$ cat src/logic/pecirq_pkg.sv
// package of the pin edge-change interrupt block: register map, field positions, reset values, carriers
// assumes a plain register port with 8-bit data and a 4-bit word address
package pecirq_pkg;

  localparam int PECIRQ_PINS = 8;
  localparam int PECIRQ_AW = 4;
  localparam int PECIRQ_DW = 8;

  ////////////////////////////////////////////////////////////////////////////
  // register offsets (word index on the register port)
  localparam logic [3:0] PECIRQ_OFS_RISE = 4'h0;
  localparam logic [3:0] PECIRQ_OFS_FALL = 4'h1;
  localparam logic [3:0] PECIRQ_OFS_FLAGS = 4'h2;
  localparam logic [3:0] PECIRQ_OFS_CTRL = 4'h3;
  localparam logic [3:0] PECIRQ_OFS_ISTAT = 4'h4;
  localparam logic [3:0] PECIRQ_OFS_IMASK = 4'h5;
  localparam logic [3:0] PECIRQ_OFS_PINS = 4'h6;

  ////////////////////////////////////////////////////////////////////////////
  // field positions
  localparam int PECIRQ_CTRL_MEN_BIT = 0;
  localparam int PECIRQ_CTRL_SUM_BIT = 1;
  localparam int PECIRQ_CTRL_SLEEP_BIT = 2;
  localparam int PECIRQ_IST_EDGE_BIT = 0;
  localparam int PECIRQ_IST_WAKE_BIT = 1;
  localparam int PECIRQ_IST_OVR_BIT = 2;
  localparam int PECIRQ_IST_W = 3;

  ////////////////////////////////////////////////////////////////////////////
  // reset values
  localparam logic [7:0] PECIRQ_RST_RISE = 8'h00;
  localparam logic [7:0] PECIRQ_RST_FALL = 8'h00;
  localparam logic [7:0] PECIRQ_RST_FLAGS = 8'h00;
  localparam logic PECIRQ_RST_MEN = 1'b0;
  localparam logic [2:0] PECIRQ_RST_ISTAT = 3'h0;
  localparam logic [2:0] PECIRQ_RST_IMASK = 3'h0;
  localparam logic [7:0] PECIRQ_RD_IDLE = 8'h00;

  ////////////////////////////////////////////////////////////////////////////
  // synchroniser depth and carriers
  localparam int PECIRQ_SYNC_STAGES = 3;

  typedef struct packed {
    logic [7:0] rise;
    logic [7:0] fall;
    logic [7:0] level;
  } pecirq_edges_t;

  typedef struct packed {
    logic [3:0] addr;
    logic [7:0] wdata;
    logic wr;
    logic rd;
  } pecirq_req_t;

endpackage

$ cat src/logic/pecirq_sync.sv
// per-pin synchroniser and edge detector for the watched pins
// assumes pins are asynchronous to the clock; reset already synchronised
`timescale 1ns/100ps
`default_nettype none
module pecirq_sync
  import pecirq_pkg::*;
#(
  parameter int PINS = PECIRQ_PINS
) (
  input wire logic clk,
  input wire logic rst_n,
  input wire logic [PINS-1:0] pin_in,
  output pecirq_edges_t edges
);

  logic [2:0] prime_reg;
  logic [2:0] prime_next;

  ////////////////////////////////////////////////////////////////////////////
  // priming: the first accepted level after reset makes no edge
  // stage three holds no real pin sample for three edges, so the level loads from stage two meanwhile
  always_comb begin
    prime_next = {prime_reg[1:0], 1'b1};
  end

  always_ff @(posedge clk or negedge rst_n) begin
    if (!rst_n) begin
      prime_reg <= 3'h0;
    end else begin
      prime_reg <= prime_next;
    end
  end

  ////////////////////////////////////////////////////////////////////////////
  // three stages; a level counts once stages two and three agree
  genvar gi;
  generate
    for (gi = 0; gi < PINS; gi++) begin : g_pin
      logic [2:0] sh_reg;
      logic [2:0] sh_next;
      logic lvl_reg;
      logic lvl_next;
      always_comb begin
        sh_next = {sh_reg[1:0], pin_in[gi]};
        lvl_next = (sh_reg[2] == sh_reg[1]) ? sh_reg[2] : lvl_reg; // RULE_14
        if (!prime_reg[2]) begin
          lvl_next = sh_reg[1];
        end
      end
      always_ff @(posedge clk or negedge rst_n) begin
        if (!rst_n) begin
          sh_reg <= 3'h0;
          lvl_reg <= 1'b0;
        end else begin
          sh_reg <= sh_next;
          lvl_reg <= lvl_next;
        end
      end
      assign edges.rise[gi] = prime_reg[2] & lvl_next & ~lvl_reg; // RULE_14
      assign edges.fall[gi] = prime_reg[2] & ~lvl_next & lvl_reg; // RULE_14
      assign edges.level[gi] = lvl_reg;
    end
  endgenerate

endmodule
`default_nettype wire

$ cat src/logic/pecirq_top.sv
// top of the pin edge-change interrupt block: registers, flags, interrupt and wake
// assumes a one-clock register port, a sleep level from the core, pins asynchronous
//
// Function
// RULE_01: each of the eight pins is enabled independently, alone or in any combination.
// RULE_02: with master enable clear, detection and flags run but no interrupt request; IRQ still rises from the status edge bit when its mask bit is set.
// RULE_03: rising edges are detected only where the rising enable bit is set.
// RULE_04: falling edges are detected only where the falling enable bit is set.
// RULE_05: both enables set on a pin flag edges of either polarity.
// RULE_06: an enabled edge sets the pin flag; with master enable, request raised.
// RULE_07: the summary flag is the OR of all eight pin flags.
// RULE_08: writing zero clears a flag, but an edge in that cycle keeps it set.
// RULE_09: software should clear flags with an AND mask of bits seen set.
// RULE_10: with master enable set, an enabled edge during sleep wakes the device.
// RULE_11: a sleep edge is in the flag register before wake is signalled.
// RULE_12: rise and fall enable registers are read-write and reset to zero.
// RULE_13: flags are readable, writable, set by hardware, and reset to zero.
// RULE_14: pins are synchronised and edges found by comparing successive samples.
//
// The address-and-strobe port and the register offsets were chosen for this implementation.
`timescale 1ns/100ps
`default_nettype none
module pecirq_top
  import pecirq_pkg::*;
#(
  parameter int PINS = PECIRQ_PINS
) (
  input wire logic SYS_CLK,
  input wire logic RSTN,
  input wire logic [PINS-1:0] WATCHED_PIN,
  input wire logic CORE_SLEEP,
  input wire logic [PECIRQ_AW-1:0] REG_ADDR,
  input wire logic [PECIRQ_DW-1:0] REG_WDATA,
  input wire logic REG_WR,
  input wire logic REG_RD,
  output logic [PECIRQ_DW-1:0] REG_RDATA,
  output logic PIN_CHANGE_IRQ,
  output logic EDGE_IRQ_SUMMARY_FLAG,
  output logic CORE_WAKE,
  output logic IRQ
);

  ////////////////////////////////////////////////////////////////////////////
  // reset release through two flip-flops

  logic [1:0] rst_sync_reg;
  logic [1:0] rst_sync_next;
  logic rst_n;

  always_comb begin
    rst_sync_next = {rst_sync_reg[0], 1'b1};
  end

  always_ff @(posedge SYS_CLK or negedge RSTN) begin
    if (!RSTN) begin
      rst_sync_reg <= 2'b00;
    end else begin
      rst_sync_reg <= rst_sync_next;
    end
  end

  assign rst_n = rst_sync_reg[1];

  ////////////////////////////////////////////////////////////////////////////
  // register port request bundle and decode

  pecirq_req_t req;

  assign req.addr = REG_ADDR;
  assign req.wdata = REG_WDATA;
  assign req.wr = REG_WR;
  assign req.rd = REG_RD;

  function automatic logic hit(input pecirq_req_t r, input logic [3:0] ofs, input logic strobe);
    hit = strobe && (r.addr == ofs);
  endfunction

  logic wr_rise;
  logic wr_fall;
  logic wr_flags;
  logic wr_ctrl;
  logic wr_imask;
  logic rd_istat;

  assign wr_rise = hit(req, PECIRQ_OFS_RISE, req.wr);
  assign wr_fall = hit(req, PECIRQ_OFS_FALL, req.wr);
  assign wr_flags = hit(req, PECIRQ_OFS_FLAGS, req.wr);
  assign wr_ctrl = hit(req, PECIRQ_OFS_CTRL, req.wr);
  assign wr_imask = hit(req, PECIRQ_OFS_IMASK, req.wr);
  assign rd_istat = hit(req, PECIRQ_OFS_ISTAT, req.rd);

  ////////////////////////////////////////////////////////////////////////////
  // pin synchroniser and edge detector

  pecirq_edges_t edges;

  pecirq_sync #(
    .PINS(PINS)
  ) u_sync (
    .clk(SYS_CLK),
    .rst_n(rst_n),
    .pin_in(WATCHED_PIN),
    .edges(edges)
  );

  ////////////////////////////////////////////////////////////////////////////
  // configuration registers

  logic [PINS-1:0] rise_en_reg;
  logic [PINS-1:0] rise_en_next;
  logic [PINS-1:0] fall_en_reg;
  logic [PINS-1:0] fall_en_next;
  logic men_reg;
  logic men_next;

  always_comb begin
    rise_en_next = rise_en_reg;
    fall_en_next = fall_en_reg;
    men_next = men_reg;
    if (wr_rise) begin
      rise_en_next = req.wdata[PINS-1:0]; // RULE_12
    end
    if (wr_fall) begin
      fall_en_next = req.wdata[PINS-1:0]; // RULE_12
    end
    if (wr_ctrl) begin
      men_next = req.wdata[PECIRQ_CTRL_MEN_BIT];
    end
  end

  always_ff @(posedge SYS_CLK or negedge rst_n) begin
    if (!rst_n) begin
      rise_en_reg <= PECIRQ_RST_RISE[PINS-1:0]; // RULE_12
      fall_en_reg <= PECIRQ_RST_FALL[PINS-1:0]; // RULE_12
      men_reg <= PECIRQ_RST_MEN;
    end else begin
      rise_en_reg <= rise_en_next;
      fall_en_reg <= fall_en_next;
      men_reg <= men_next;
    end
  end

  ////////////////////////////////////////////////////////////////////////////
  // per-pin flags; a detected edge beats the write in the same cycle

  logic [PINS-1:0] hit_edge;
  logic [PINS-1:0] flags_reg;
  logic [PINS-1:0] flags_next;
  logic summary;

  // each pin enabled on its own, either polarity or both
  assign hit_edge = (edges.rise & rise_en_reg) | (edges.fall & fall_en_reg); // RULE_01 RULE_03 RULE_04 RULE_05

  always_comb begin
    flags_next = flags_reg;
    if (wr_flags) begin
      flags_next = req.wdata[PINS-1:0]; // RULE_13
    end
    flags_next = flags_next | hit_edge; // RULE_06 RULE_08 RULE_02
  end

  always_ff @(posedge SYS_CLK or negedge rst_n) begin
    if (!rst_n) begin
      flags_reg <= PECIRQ_RST_FLAGS[PINS-1:0]; // RULE_13
    end else begin
      flags_reg <= flags_next;
    end
  end

  assign summary = |flags_reg; // RULE_07

  ////////////////////////////////////////////////////////////////////////////
  // request and wake outputs, registered from flag state

  logic sleep_meta_reg;
  logic sleep_sync_reg;
  logic sleep_s3_reg;
  logic [2:0] sleep_sh_next;
  logic sleep_lvl_reg;
  logic sleep_lvl_next;
  logic irq_req_reg;
  logic irq_req_next;
  logic sum_out_reg;
  logic wake_reg;
  logic wake_next;

  always_comb begin
    sleep_sh_next = {sleep_sync_reg, sleep_meta_reg, CORE_SLEEP};
    sleep_lvl_next = sleep_lvl_reg;
    // only stages two and three decide; stage one may be metastable
    if (sleep_s3_reg == sleep_sync_reg) begin
      sleep_lvl_next = sleep_s3_reg;
    end
    // master enable gates the request and the wake, never detection
    irq_req_next = men_reg & (|flags_next); // RULE_02 RULE_06
    // flags_next is stored on the same edge that wake rises
    wake_next = sleep_lvl_reg & men_reg & (|flags_next); // RULE_10 RULE_11
  end

  always_ff @(posedge SYS_CLK or negedge rst_n) begin
    if (!rst_n) begin
      sleep_meta_reg <= 1'b0;
      sleep_sync_reg <= 1'b0;
      sleep_s3_reg <= 1'b0;
      sleep_lvl_reg <= 1'b0;
      irq_req_reg <= 1'b0;
      sum_out_reg <= 1'b0;
      wake_reg <= 1'b0;
    end else begin
      sleep_meta_reg <= sleep_sh_next[0];
      sleep_sync_reg <= sleep_sh_next[1];
      sleep_s3_reg <= sleep_sh_next[2];
      sleep_lvl_reg <= sleep_lvl_next;
      irq_req_reg <= irq_req_next;
      sum_out_reg <= |flags_next; // RULE_07
      wake_reg <= wake_next;
    end
  end

  assign PIN_CHANGE_IRQ = irq_req_reg;
  assign EDGE_IRQ_SUMMARY_FLAG = sum_out_reg;
  assign CORE_WAKE = wake_reg;

  ////////////////////////////////////////////////////////////////////////////
  // block interrupt: sticky status cleared by its read, masked onto IRQ

  logic [PECIRQ_IST_W-1:0] ev;
  logic [PECIRQ_IST_W-1:0] istat_reg;
  logic [PECIRQ_IST_W-1:0] istat_next;
  logic [PECIRQ_IST_W-1:0] imask_reg;
  logic [PECIRQ_IST_W-1:0] imask_next;
  logic irq_reg;
  logic irq_next;

  always_comb begin
    ev = '0;
    ev[PECIRQ_IST_EDGE_BIT] = |hit_edge;
    ev[PECIRQ_IST_WAKE_BIT] = wake_next & ~wake_reg;
    ev[PECIRQ_IST_OVR_BIT] = |(hit_edge & flags_reg);
    istat_next = istat_reg;
    if (rd_istat) begin
      istat_next = '0;
    end
    // an event in the clearing read cycle survives
    istat_next = istat_next | ev;
    imask_next = imask_reg;
    if (wr_imask) begin
      imask_next = req.wdata[PECIRQ_IST_W-1:0];
    end
    irq_next = |(istat_next & imask_next);
  end

  always_ff @(posedge SYS_CLK or negedge rst_n) begin
    if (!rst_n) begin
      istat_reg <= PECIRQ_RST_ISTAT;
      imask_reg <= PECIRQ_RST_IMASK;
      irq_reg <= 1'b0;
    end else begin
      istat_reg <= istat_next;
      imask_reg <= imask_next;
      irq_reg <= irq_next;
    end
  end

  assign IRQ = irq_reg;

  ////////////////////////////////////////////////////////////////////////////
  // read data: valid only in the cycle after the read strobe

  logic [PECIRQ_DW-1:0] rdata_reg;
  logic [PECIRQ_DW-1:0] rdata_next;
  logic [PECIRQ_DW-1:0] ctrl_view;

  always_comb begin
    ctrl_view = '0;
    ctrl_view[PECIRQ_CTRL_MEN_BIT] = men_reg;
    ctrl_view[PECIRQ_CTRL_SUM_BIT] = summary; // RULE_07
    ctrl_view[PECIRQ_CTRL_SLEEP_BIT] = sleep_lvl_reg;
    rdata_next = PECIRQ_RD_IDLE;
    if (req.rd) begin
      case (req.addr)
        PECIRQ_OFS_RISE: begin
          rdata_next[PINS-1:0] = rise_en_reg; // RULE_12
        end
        PECIRQ_OFS_FALL: begin
          rdata_next[PINS-1:0] = fall_en_reg; // RULE_12
        end
        PECIRQ_OFS_FLAGS: begin
          rdata_next[PINS-1:0] = flags_reg; // RULE_13
        end
        PECIRQ_OFS_CTRL: begin
          rdata_next = ctrl_view;
        end
        PECIRQ_OFS_ISTAT: begin
          rdata_next[PECIRQ_IST_W-1:0] = istat_reg;
        end
        PECIRQ_OFS_IMASK: begin
          rdata_next[PECIRQ_IST_W-1:0] = imask_reg;
        end
        PECIRQ_OFS_PINS: begin
          rdata_next[PINS-1:0] = edges.level;
        end
        default: begin
          rdata_next = PECIRQ_RD_IDLE;
        end
      endcase
    end
  end

  always_ff @(posedge SYS_CLK or negedge rst_n) begin
    if (!rst_n) begin
      rdata_reg <= PECIRQ_RD_IDLE;
    end else begin
      rdata_reg <= rdata_next;
    end
  end

  assign REG_RDATA = rdata_reg;

endmodule
`default_nettype wire

$ cat config.mk
export PLATFORM = sky130hd
export DESIGN_NAME = pecirq_top
export DESIGN_NICKNAME = d
export VERILOG_FILES = /design/src/logic/pecirq_pkg.sv /design/src/logic/pecirq_sync.sv /design/src/logic/pecirq_top.sv
export SDC_FILE = /design/constraint.sdc
export NUM_CORES = 1
export LEC_CHECK = 0
export BUFFER_PORTS_ARGS = -buffer_cell sky130_fd_sc_hd__clkbuf_2
export CAP_MARGIN = 20
export CORE_MARGIN = 2
export CORE_UTILIZATION = 52
export DETAILED_ROUTE_END_ITERATION = 8
export GPL_TIMING_DRIVEN = 0
export HOLD_SLACK_MARGIN = 0.1
export PLACE_DENSITY = 0.85
export RECOVER_POWER = 25
export SYNTH_ARGS = -nofsm -noshare
export SYNTH_HDL_FRONTEND = slang
export SYNTH_SLANG_ARGS = --single-unit
$ cat constraint.sdc
create_clock -name SYS_CLK -period 2.54 [get_ports SYS_CLK]
set_input_delay 0.508 -clock SYS_CLK [delete_from_list [all_inputs] [get_ports SYS_CLK]]
set_output_delay 0.508 -clock SYS_CLK [all_outputs]
set_load 0.005 [all_outputs]
==> summary.txt, run 1 <==
Status
  – Status: finished clean

Synthesis
  – Synth area leaders: dfrtp_1 59%, mux2_2 6.6%, mux2i_1 3.6%
  – Mean Syn Cell Area: 12.2 um^2
  – Most used standard cell by instance count after synthesis: dfrtp_1
  – YS warnings: 0
  – Ys async rst share: 100%
  – Synth top cells by count: 84 x dfrtp_1, 21 x mux2_2, 21 x nor2_1
  – Post-synth EDFFs: 0
  – Mapped Cells: 292
  – Cell variety after synth: 53
  – Ys flop type: dfrtp_1
  – Share of the synthesized area in the top cell type: 58.9%
  – Synthesized area: 3570 um^2
  – Flops & latches, synth: 84
  – Largest area contributor in the netlist: dfrtp_1
  – Seq/Total Area, Yosys: 58.9%

Place
  – GPL Wtd Cong: 0.891
  – DP Wirelength: 5.32 mm
  – Area post-placement: 3880 um^2
  – Placed cells: 407
  – # port buffers: 33

Route
  – ANT nets after route: 0
  – DRC Markers: 0
  – DRT Pass-1 Iters: 6
  – Via density per instance: 6.06
  – Initial drt markers: 247
  – DR vias: 2611
  – Avg WL per Cell: 17.9 um
  – Final WL: 7.72 mm

STA
  – Worst slew pin tran: 1.49 ns
  – Worst hold slack: 0.252 ns
  – FMAX: 395 MHz
  – RSZ-0062 raised after global routing: true
  – Max Slew Vio Count: 0
  – Slew margin rel.: 0.507%
  – Final period util: 99.8%
  – Final hold violation count: 0
  – Fin crit period: 2.53 ns
  – Setup TNS: 0 ns
  – Final setup viols: 0
  – Clk_skew: 0.00803 ns

Floorplan
  – Initial Utilization: 53.1%
  – Die Ht: 86.8 um
  – Die footprint: 7540 um^2
  – I/O Pins: 37
  – Die Span X: 86.8 um
  – Core box area: 6720 um^2
  – Row count: 30

Setup path
  – Startpoint types: input pin
  – Worst path required time: 2.79 ns
  – Worst setup EP type: flop
  – Kind of critical path: input pin to flop
  – Worst path arrival time: 2.78 ns
  – Worst R2R Path Depth: 6
  – Critical Path Fanout Max: 6

CTS
  – Clk slew on worst S/H paths: 0.08 ns
  – Worst-Skew Late Latency: 0.36 ns
  – CTS tree: done
  – Maximum clock path buffer count: 2
  – H-tree level count: 3
  – Num CTS Buffers: 9
  – Clock Root Buffer: clkbuf_8
  – Clock sink count: 84

Final layout
  – # diodes: 0
  – Finished Layout Cells: 431
  – Core Util, Final: 61.9%
  – Area Overhead vs Synth: 16.7%
  – Design Area, Final: 4160 um^2
  – Fraction of layout cells with a size suffix above 1: 25.9%
  – Max FFs per register: 24
  – Final nets: 371
  – Fillers: 483

Run
  – Max_cap viols: 0

Power
  – VDD IR-drop max: 343 uV
  – PD cells: 748 nW/um^2
  – Internal: 2.25 mW
  – Sw frac: 27.9%
  – Sequential power share: 54.5%
  – Clk pwr share: 29.3%
  – Leakage power: 1.87 nW
  – Comb power frac: 16.2%
  – Switching power: 867 uW

Global routing
  – GRT overflow: 0
  – All-Layer GR Usage: 21.9%
  – Global-route wire length before repair: 12.2 mm
  – Initial antenna violation count: 0
  – Vias in the first global route: 2449
  – Largest net degree at the start of global routing: 48

Worst hold path
  – Hold path cells: 1
  – Worst Hold Class: input pin to flop
==> layout make-up <==
class | instances | area [um^2] | share of cell area, %
flip-flops and latches | 84 | 2100 | 50.5
multi-input cells | 192 | 1410 | 33.9
repair buffers | 42 | 254 | 6.10
clock buffers | 11 | 131 | 3.16
well taps | 80 | 100 | 2.41
plain buffers | 13 | 92.6 | 2.22
clock inverters | 5 | 52.6 | 1.26
inverters | 4 | 15.0 | 0.361
==> critical path: stages <==
cell and delay, ns:
buf_12 0.10, nor4b_4 0.38, nand2_4 0.12, a211o_1 0.31
or4_4 0.53, or4b_4 0.55, a32o_1 0.27
==> layout by cell type (no fill, tap or decap), types with 4 or more instances in the layout <==
cell type / n
nor2_1: 21
buf_4: 7
a21oi_1: 20
and2_1: 4
nand3_1: 11
mux2_2: 21
mux2i_1: 13
clkbuf_8: 9
a211o_1: 4
and3_2: 5
clkbuf_2: 32
inv_1: 4
o22a_1: 5
nand4bb_1: 4
clkbuf_1: 11
dfrtp_1: 83
nand2b_1: 10
nand4b_1: 5
nand2_1: 11
o21ai_0: 7
==> stage by stage <==
stage | power [mW] | worst slack (ns)
5_1_grt | 3.25 | -0.0334
6_report | 3.11 | 0.00548
3_3_place_gp | 2.15 | -0.768
4_1_cts | 3.10 | 0.00618
2_1_floorplan | 2.01 | -0.319
3_5_place_dp | 2.19 | -0.658
==> metal layers <==
layer | track usage, % | vias to the layer above | routed length (um)
met5 | 0 | - | 0
li1 | - | 1178 | -
met3 | 4.10 | 26 | 549
met4 | 12.8 | 0 | 252
met1 | 29.3 | 1274 | 3280
met2 | 33.3 | 133 | 3640
==> timing repair <==
| item | CTS | global route |
|---|---|---|
| endpoints found under the hold margin | 2 | 0 |
| resized for setup | 4 | 7 |
| endpoints found under the setup margin | 5 | 4 |
| hold buffers | 1 | 0 |
| buffers inserted | 4 | 3 |
| pin swaps | 8 | 7 |
==> final timing paths <==
check                                          startpoint  slack [ns]                         to
worst max-delay path                          REG_ADDR[0]       0.005               istat_reg[1]
worst min-delay path                       WATCHED_PIN[4]        0.25  u_sync.g_pin[4].sh_reg[0]
worst max register to register  u_sync.g_pin[6].sh_reg[1]        0.04               istat_reg[1]
worst min register to register  u_sync.g_pin[3].sh_reg[0]        0.35  u_sync.g_pin[3].sh_reg[1]
max in group asynchronous                 rst_sync_reg[1]        0.93    u_sync.g_pin[7].lvl_reg
min in group asynchronous                            RSTN        0.46            rst_sync_reg[1]
==> power groups by stage <==
stage          registers (mW)  logic [mW]  clock network [mW]
2_1_floorplan            1.67       0.343                   0
3_3_place_gp             1.71       0.434                   0
5_1_grt                  1.72       0.545               0.986
6_report                 1.70       0.505               0.911
4_1_cts                  1.69       0.484               0.931
3_5_place_dp             1.71       0.474                   0
==> cells by family after synthesis <==
group | Yosys count | synth area share [%]
DFF | 84 | 58.9
buffers and inverters | 17 | 2.14
other | 1 | 0.105
AOI/OAI and AO/OA | 57 | 10.8
muxes | 34 | 10.3
adders and majority gates | 1 | 0.281
and+or+nand+nor | 98 | 17.5
Power figures use the tool's default switching activity.
==> run 2, diff against run 1 <==
--- a/config.mk
+++ b/config.mk
@@ -7,13 +7,16 @@
 export LEC_CHECK = 0
 export BUFFER_PORTS_ARGS = -buffer_cell sky130_fd_sc_hd__clkbuf_2
 export CAP_MARGIN = 20
+export CELL_PAD_IN_SITES_DETAIL_PLACEMENT = 0
+export CELL_PAD_IN_SITES_GLOBAL_PLACEMENT = 1
 export CORE_MARGIN = 2
-export CORE_UTILIZATION = 52
+export CORE_UTILIZATION = 42
 export DETAILED_ROUTE_END_ITERATION = 8
 export GPL_TIMING_DRIVEN = 0
 export HOLD_SLACK_MARGIN = 0.1
-export PLACE_DENSITY = 0.85
+export PLACE_DENSITY = 0.84
 export RECOVER_POWER = 25
+export SETUP_SLACK_MARGIN = 0.05
 export SYNTH_ARGS = -nofsm -noshare
 export SYNTH_HDL_FRONTEND = slang
 export SYNTH_SLANG_ARGS = --single-unit
==> summary.txt, run 2 (synthesized netlist as in run 1, its figures left out) <==
Power
  – Switching power: 831 uW (was 867 uW)
  – Sequential power share: 53.1% (was 54.5%)
  – VDD IR-drop max: 366 uV (was 343 uV)
  – Clk pwr share: 31.7% (was 29.3%)
  – Comb power frac: 15.2% (was 16.2%)
  – Sw frac: 26.0% (was 27.9%)
  – Internal: 2.36 mW (was 2.25 mW)
  – Leakage power: 1.89 nW (was 1.87 nW)
  – PD cells: 758 nW/um^2 (was 748 nW/um^2)

Final layout
  – Commonest non-fill, non-tap cell in the layout: dfrtp_1 (unchanged)
  – Final nets: 373 (was 371)
  – # diodes: 0 (unchanged)
  – Area Overhead vs Synth: 18.2% (was 16.7%)
  – Max FFs per register: 24 (unchanged)
  – Finished Layout Cells: 456 (was 431)
  – Design Area, Final: 4220 um^2 (was 4160 um^2)
  – Commonest non-fill, non-tap cells in the layout: 84 x dfrtp_1, 32 x clkbuf_2, 21 x nor2_1, 21 x mux2_2, 20 x a21oi_1 (was 83 x dfrtp_1, 32 x clkbuf_2, 21 x nor2_1, 21 x mux2_2, 20 x a21oi_1)
  – Fraction of layout cells with a size suffix above 1: 25.4% (was 25.9%)
  – Core Util, Final: 51.3% (was 61.9%)

CTS
  – Num CTS Buffers: 9 (unchanged)
  – Worst-Skew Late Latency: 0.35 ns (was 0.36 ns)
  – H-tree level count: 3 (unchanged)
  – Clock sink count: 84 (unchanged)
  – Maximum clock path buffer count: 2 (unchanged)
  – CTS tree: done (unchanged)
  – Clock Root Buffer: clkbuf_8 (unchanged)
  – Clk slew on worst S/H paths: 0.08 ns (about the same)

Route
  – Via density per instance: 5.45 (was 6.06)
  – DRT Pass-1 Iters: 4 (was 6)
  – DRC Markers: 0 (unchanged)
  – Final WL: 7.63 mm (was 7.72 mm)
  – Initial drt markers: 176 (was 247)
  – ANT nets after route: 0 (unchanged)
  – DR vias: 2483 (was 2611)
  – Avg WL per Cell: 16.7 um (was 17.9 um)

STA
  – Final setup viols: 0 (unchanged)
  – FMAX: 399 MHz (was 395 MHz)
  – Final hold violation count: 0 (unchanged)
  – Setup slack after layout: 0.0335 ns (was 0.00548 ns)
  – Fin crit period: 2.51 ns (was 2.53 ns)
  – RSZ-0062 raised after global routing: true (unchanged)
  – Final period util: 98.7% (was 99.8%)
  – Slew margin rel.: 1.53% (was 0.507%)
  – Clk_skew: 0.0105 ns (was 0.00803 ns)
  – Worst slew pin tran: 1.48 ns (was 1.49 ns)
  – Max Slew Vio Count: 0 (unchanged)

Status
  – Status: finished clean (unchanged)

Place
  – GPL Wtd Cong: 0.884 (was 0.891)
  – Placed cells: 432 (was 407)
  – # port buffers: 33 (unchanged)
  – DP Wirelength: 5.36 mm (was 5.32 mm)
  – Placement Setup Slack: -0.636 ns (was -0.658 ns)
  – Area post-placement: 3920 um^2 (was 3880 um^2)

Setup path
  – Worst setup EP type: flop (unchanged)
  – Critical Path Fanout Max: 8 (was 6)
  – Worst path cell trace: buf_8 -> nor4b_4 -> nand2_4 -> a211o_2 -> or4_1 -> or4b_4 -> a32o_1 (was buf_12 -> nor4b_4 -> nand2_4 -> a211o_1 -> or4_4 -> or4b_4 -> a32o_1)
  – Worst path arrival time: 2.75 ns (was 2.78 ns)
  – Largest stage delay, worst path: 0.54 ns (was 0.55 ns)
  – Crit path max-delay family: simple AND/OR/NAND/NOR gates (unchanged)
  – Crit-path slowest cell: or4b_4 (unchanged)
  – Startpoint types: input pin (unchanged)
  – Kind of critical path: input pin to flop (unchanged)
  – Worst Path Buf+Inv: 1 (unchanged)
  – Worst path required time: 2.78 ns (was 2.79 ns)

Floorplan
  – Initial Utilization: 43.4% (was 53.1%)
  – I/O Pins: 37 (unchanged)
  – Die Span X: 96.2 um (was 86.8 um)
  – Core box area: 8220 um^2 (was 6720 um^2)
  – Row count: 33 (was 30)
  – Die Ht: 96.2 um (was 86.8 um)
  – Die footprint: 9250 um^2 (was 7540 um^2)

Global routing
  – GRT overflow: 0 (unchanged)
  – Global-route wire length before repair: 12.5 mm (was 12.2 mm)
  – Largest net degree at the start of global routing: 48 (unchanged)
  – All-Layer GR Usage: 18.0% (was 21.9%)
  – Vias in the first global route: 2480 (was 2449)
  – Initial antenna violation count: 0 (unchanged)

Run
  – Max_cap viols: 0 (unchanged)

Worst hold path
  – Worst Hold Class: input pin to flop (unchanged)
-- run 2: final cells by class --
class | instances | area, um^2
clock inverters | 2 | 60.1
fillers | 743 | 4000
flip-flops and latches | 84 | 2100
plain buffers | 13 | 87.6
repair buffers | 44 | 273
inverters | 4 | 15.0
well taps | 105 | 131
multi-input cells | 192 | 1400
clock buffers | 12 | 145
-- run 2: routing by layer --
metal  track usage (%)  part of all wire (%)  up-vias  wire, um
li1                  -                     -     1188         -
met1              26.2                    48     1235      3700
met2              27.0                    46       51      3510
met3              3.99                   4.4        9       332
met4              5.36                   1.2        0        89
met5                 0                     0        -         0
-- run 2: power by group through the flow --
stage | clock network [mW] | logic (mW) | registers [mW]
final | 1.01 | 0.486 | 1.70
after global placement | 0 | 0.438 | 1.72
after CTS | 1.03 | 0.485 | 1.69
after floorplan | 0 | 0.343 | 1.67
after global routing | 1.09 | 0.538 | 1.72
after detailed placement | 0 | 0.466 | 1.72
-- run 2: per-stage QoR --
step / setup TNS [ns] / hold slack (ns) / power, mW
after floorplan: -1.14 / 0.212 / 2.01
after detailed placement: -2.67 / 0.296 / 2.18
after global placement: -2.71 / 0.294 / 2.16
final: 0 / 0.259 / 3.19
after global routing: -0.00955 / 0.242 / 3.34
after CTS: 0 / 0.253 / 3.21
-- run 2: timing repair --
action	4_1_cts	5_1_grt
gates resized for setup	7	1
hold buffers	1	0
hold endpoints to repair	2	0
pin swaps	8	3
setup endpoints to repair	5	4
setup buffers	8	1
-- run 2: final timing paths --
path	from	slack, ns	cells past startpoint	endpoint
setup / recovery	REG_ADDR[0]	0.03	7	istat_reg[1]
hold reg to reg	u_sync.prime_reg[0]	0.35	0	u_sync.prime_reg[1]
hold / removal	CORE_SLEEP	0.26	1	sleep_meta_reg
max in group asynchronous	rst_sync_reg[1]	1.05	1	REG_RDATA[2]
min in group asynchronous	RSTN	0.46	2	rst_sync_reg[0]
setup reg to reg	u_sync.g_pin[7].sh_reg[1]	0.10	6	istat_reg[1]
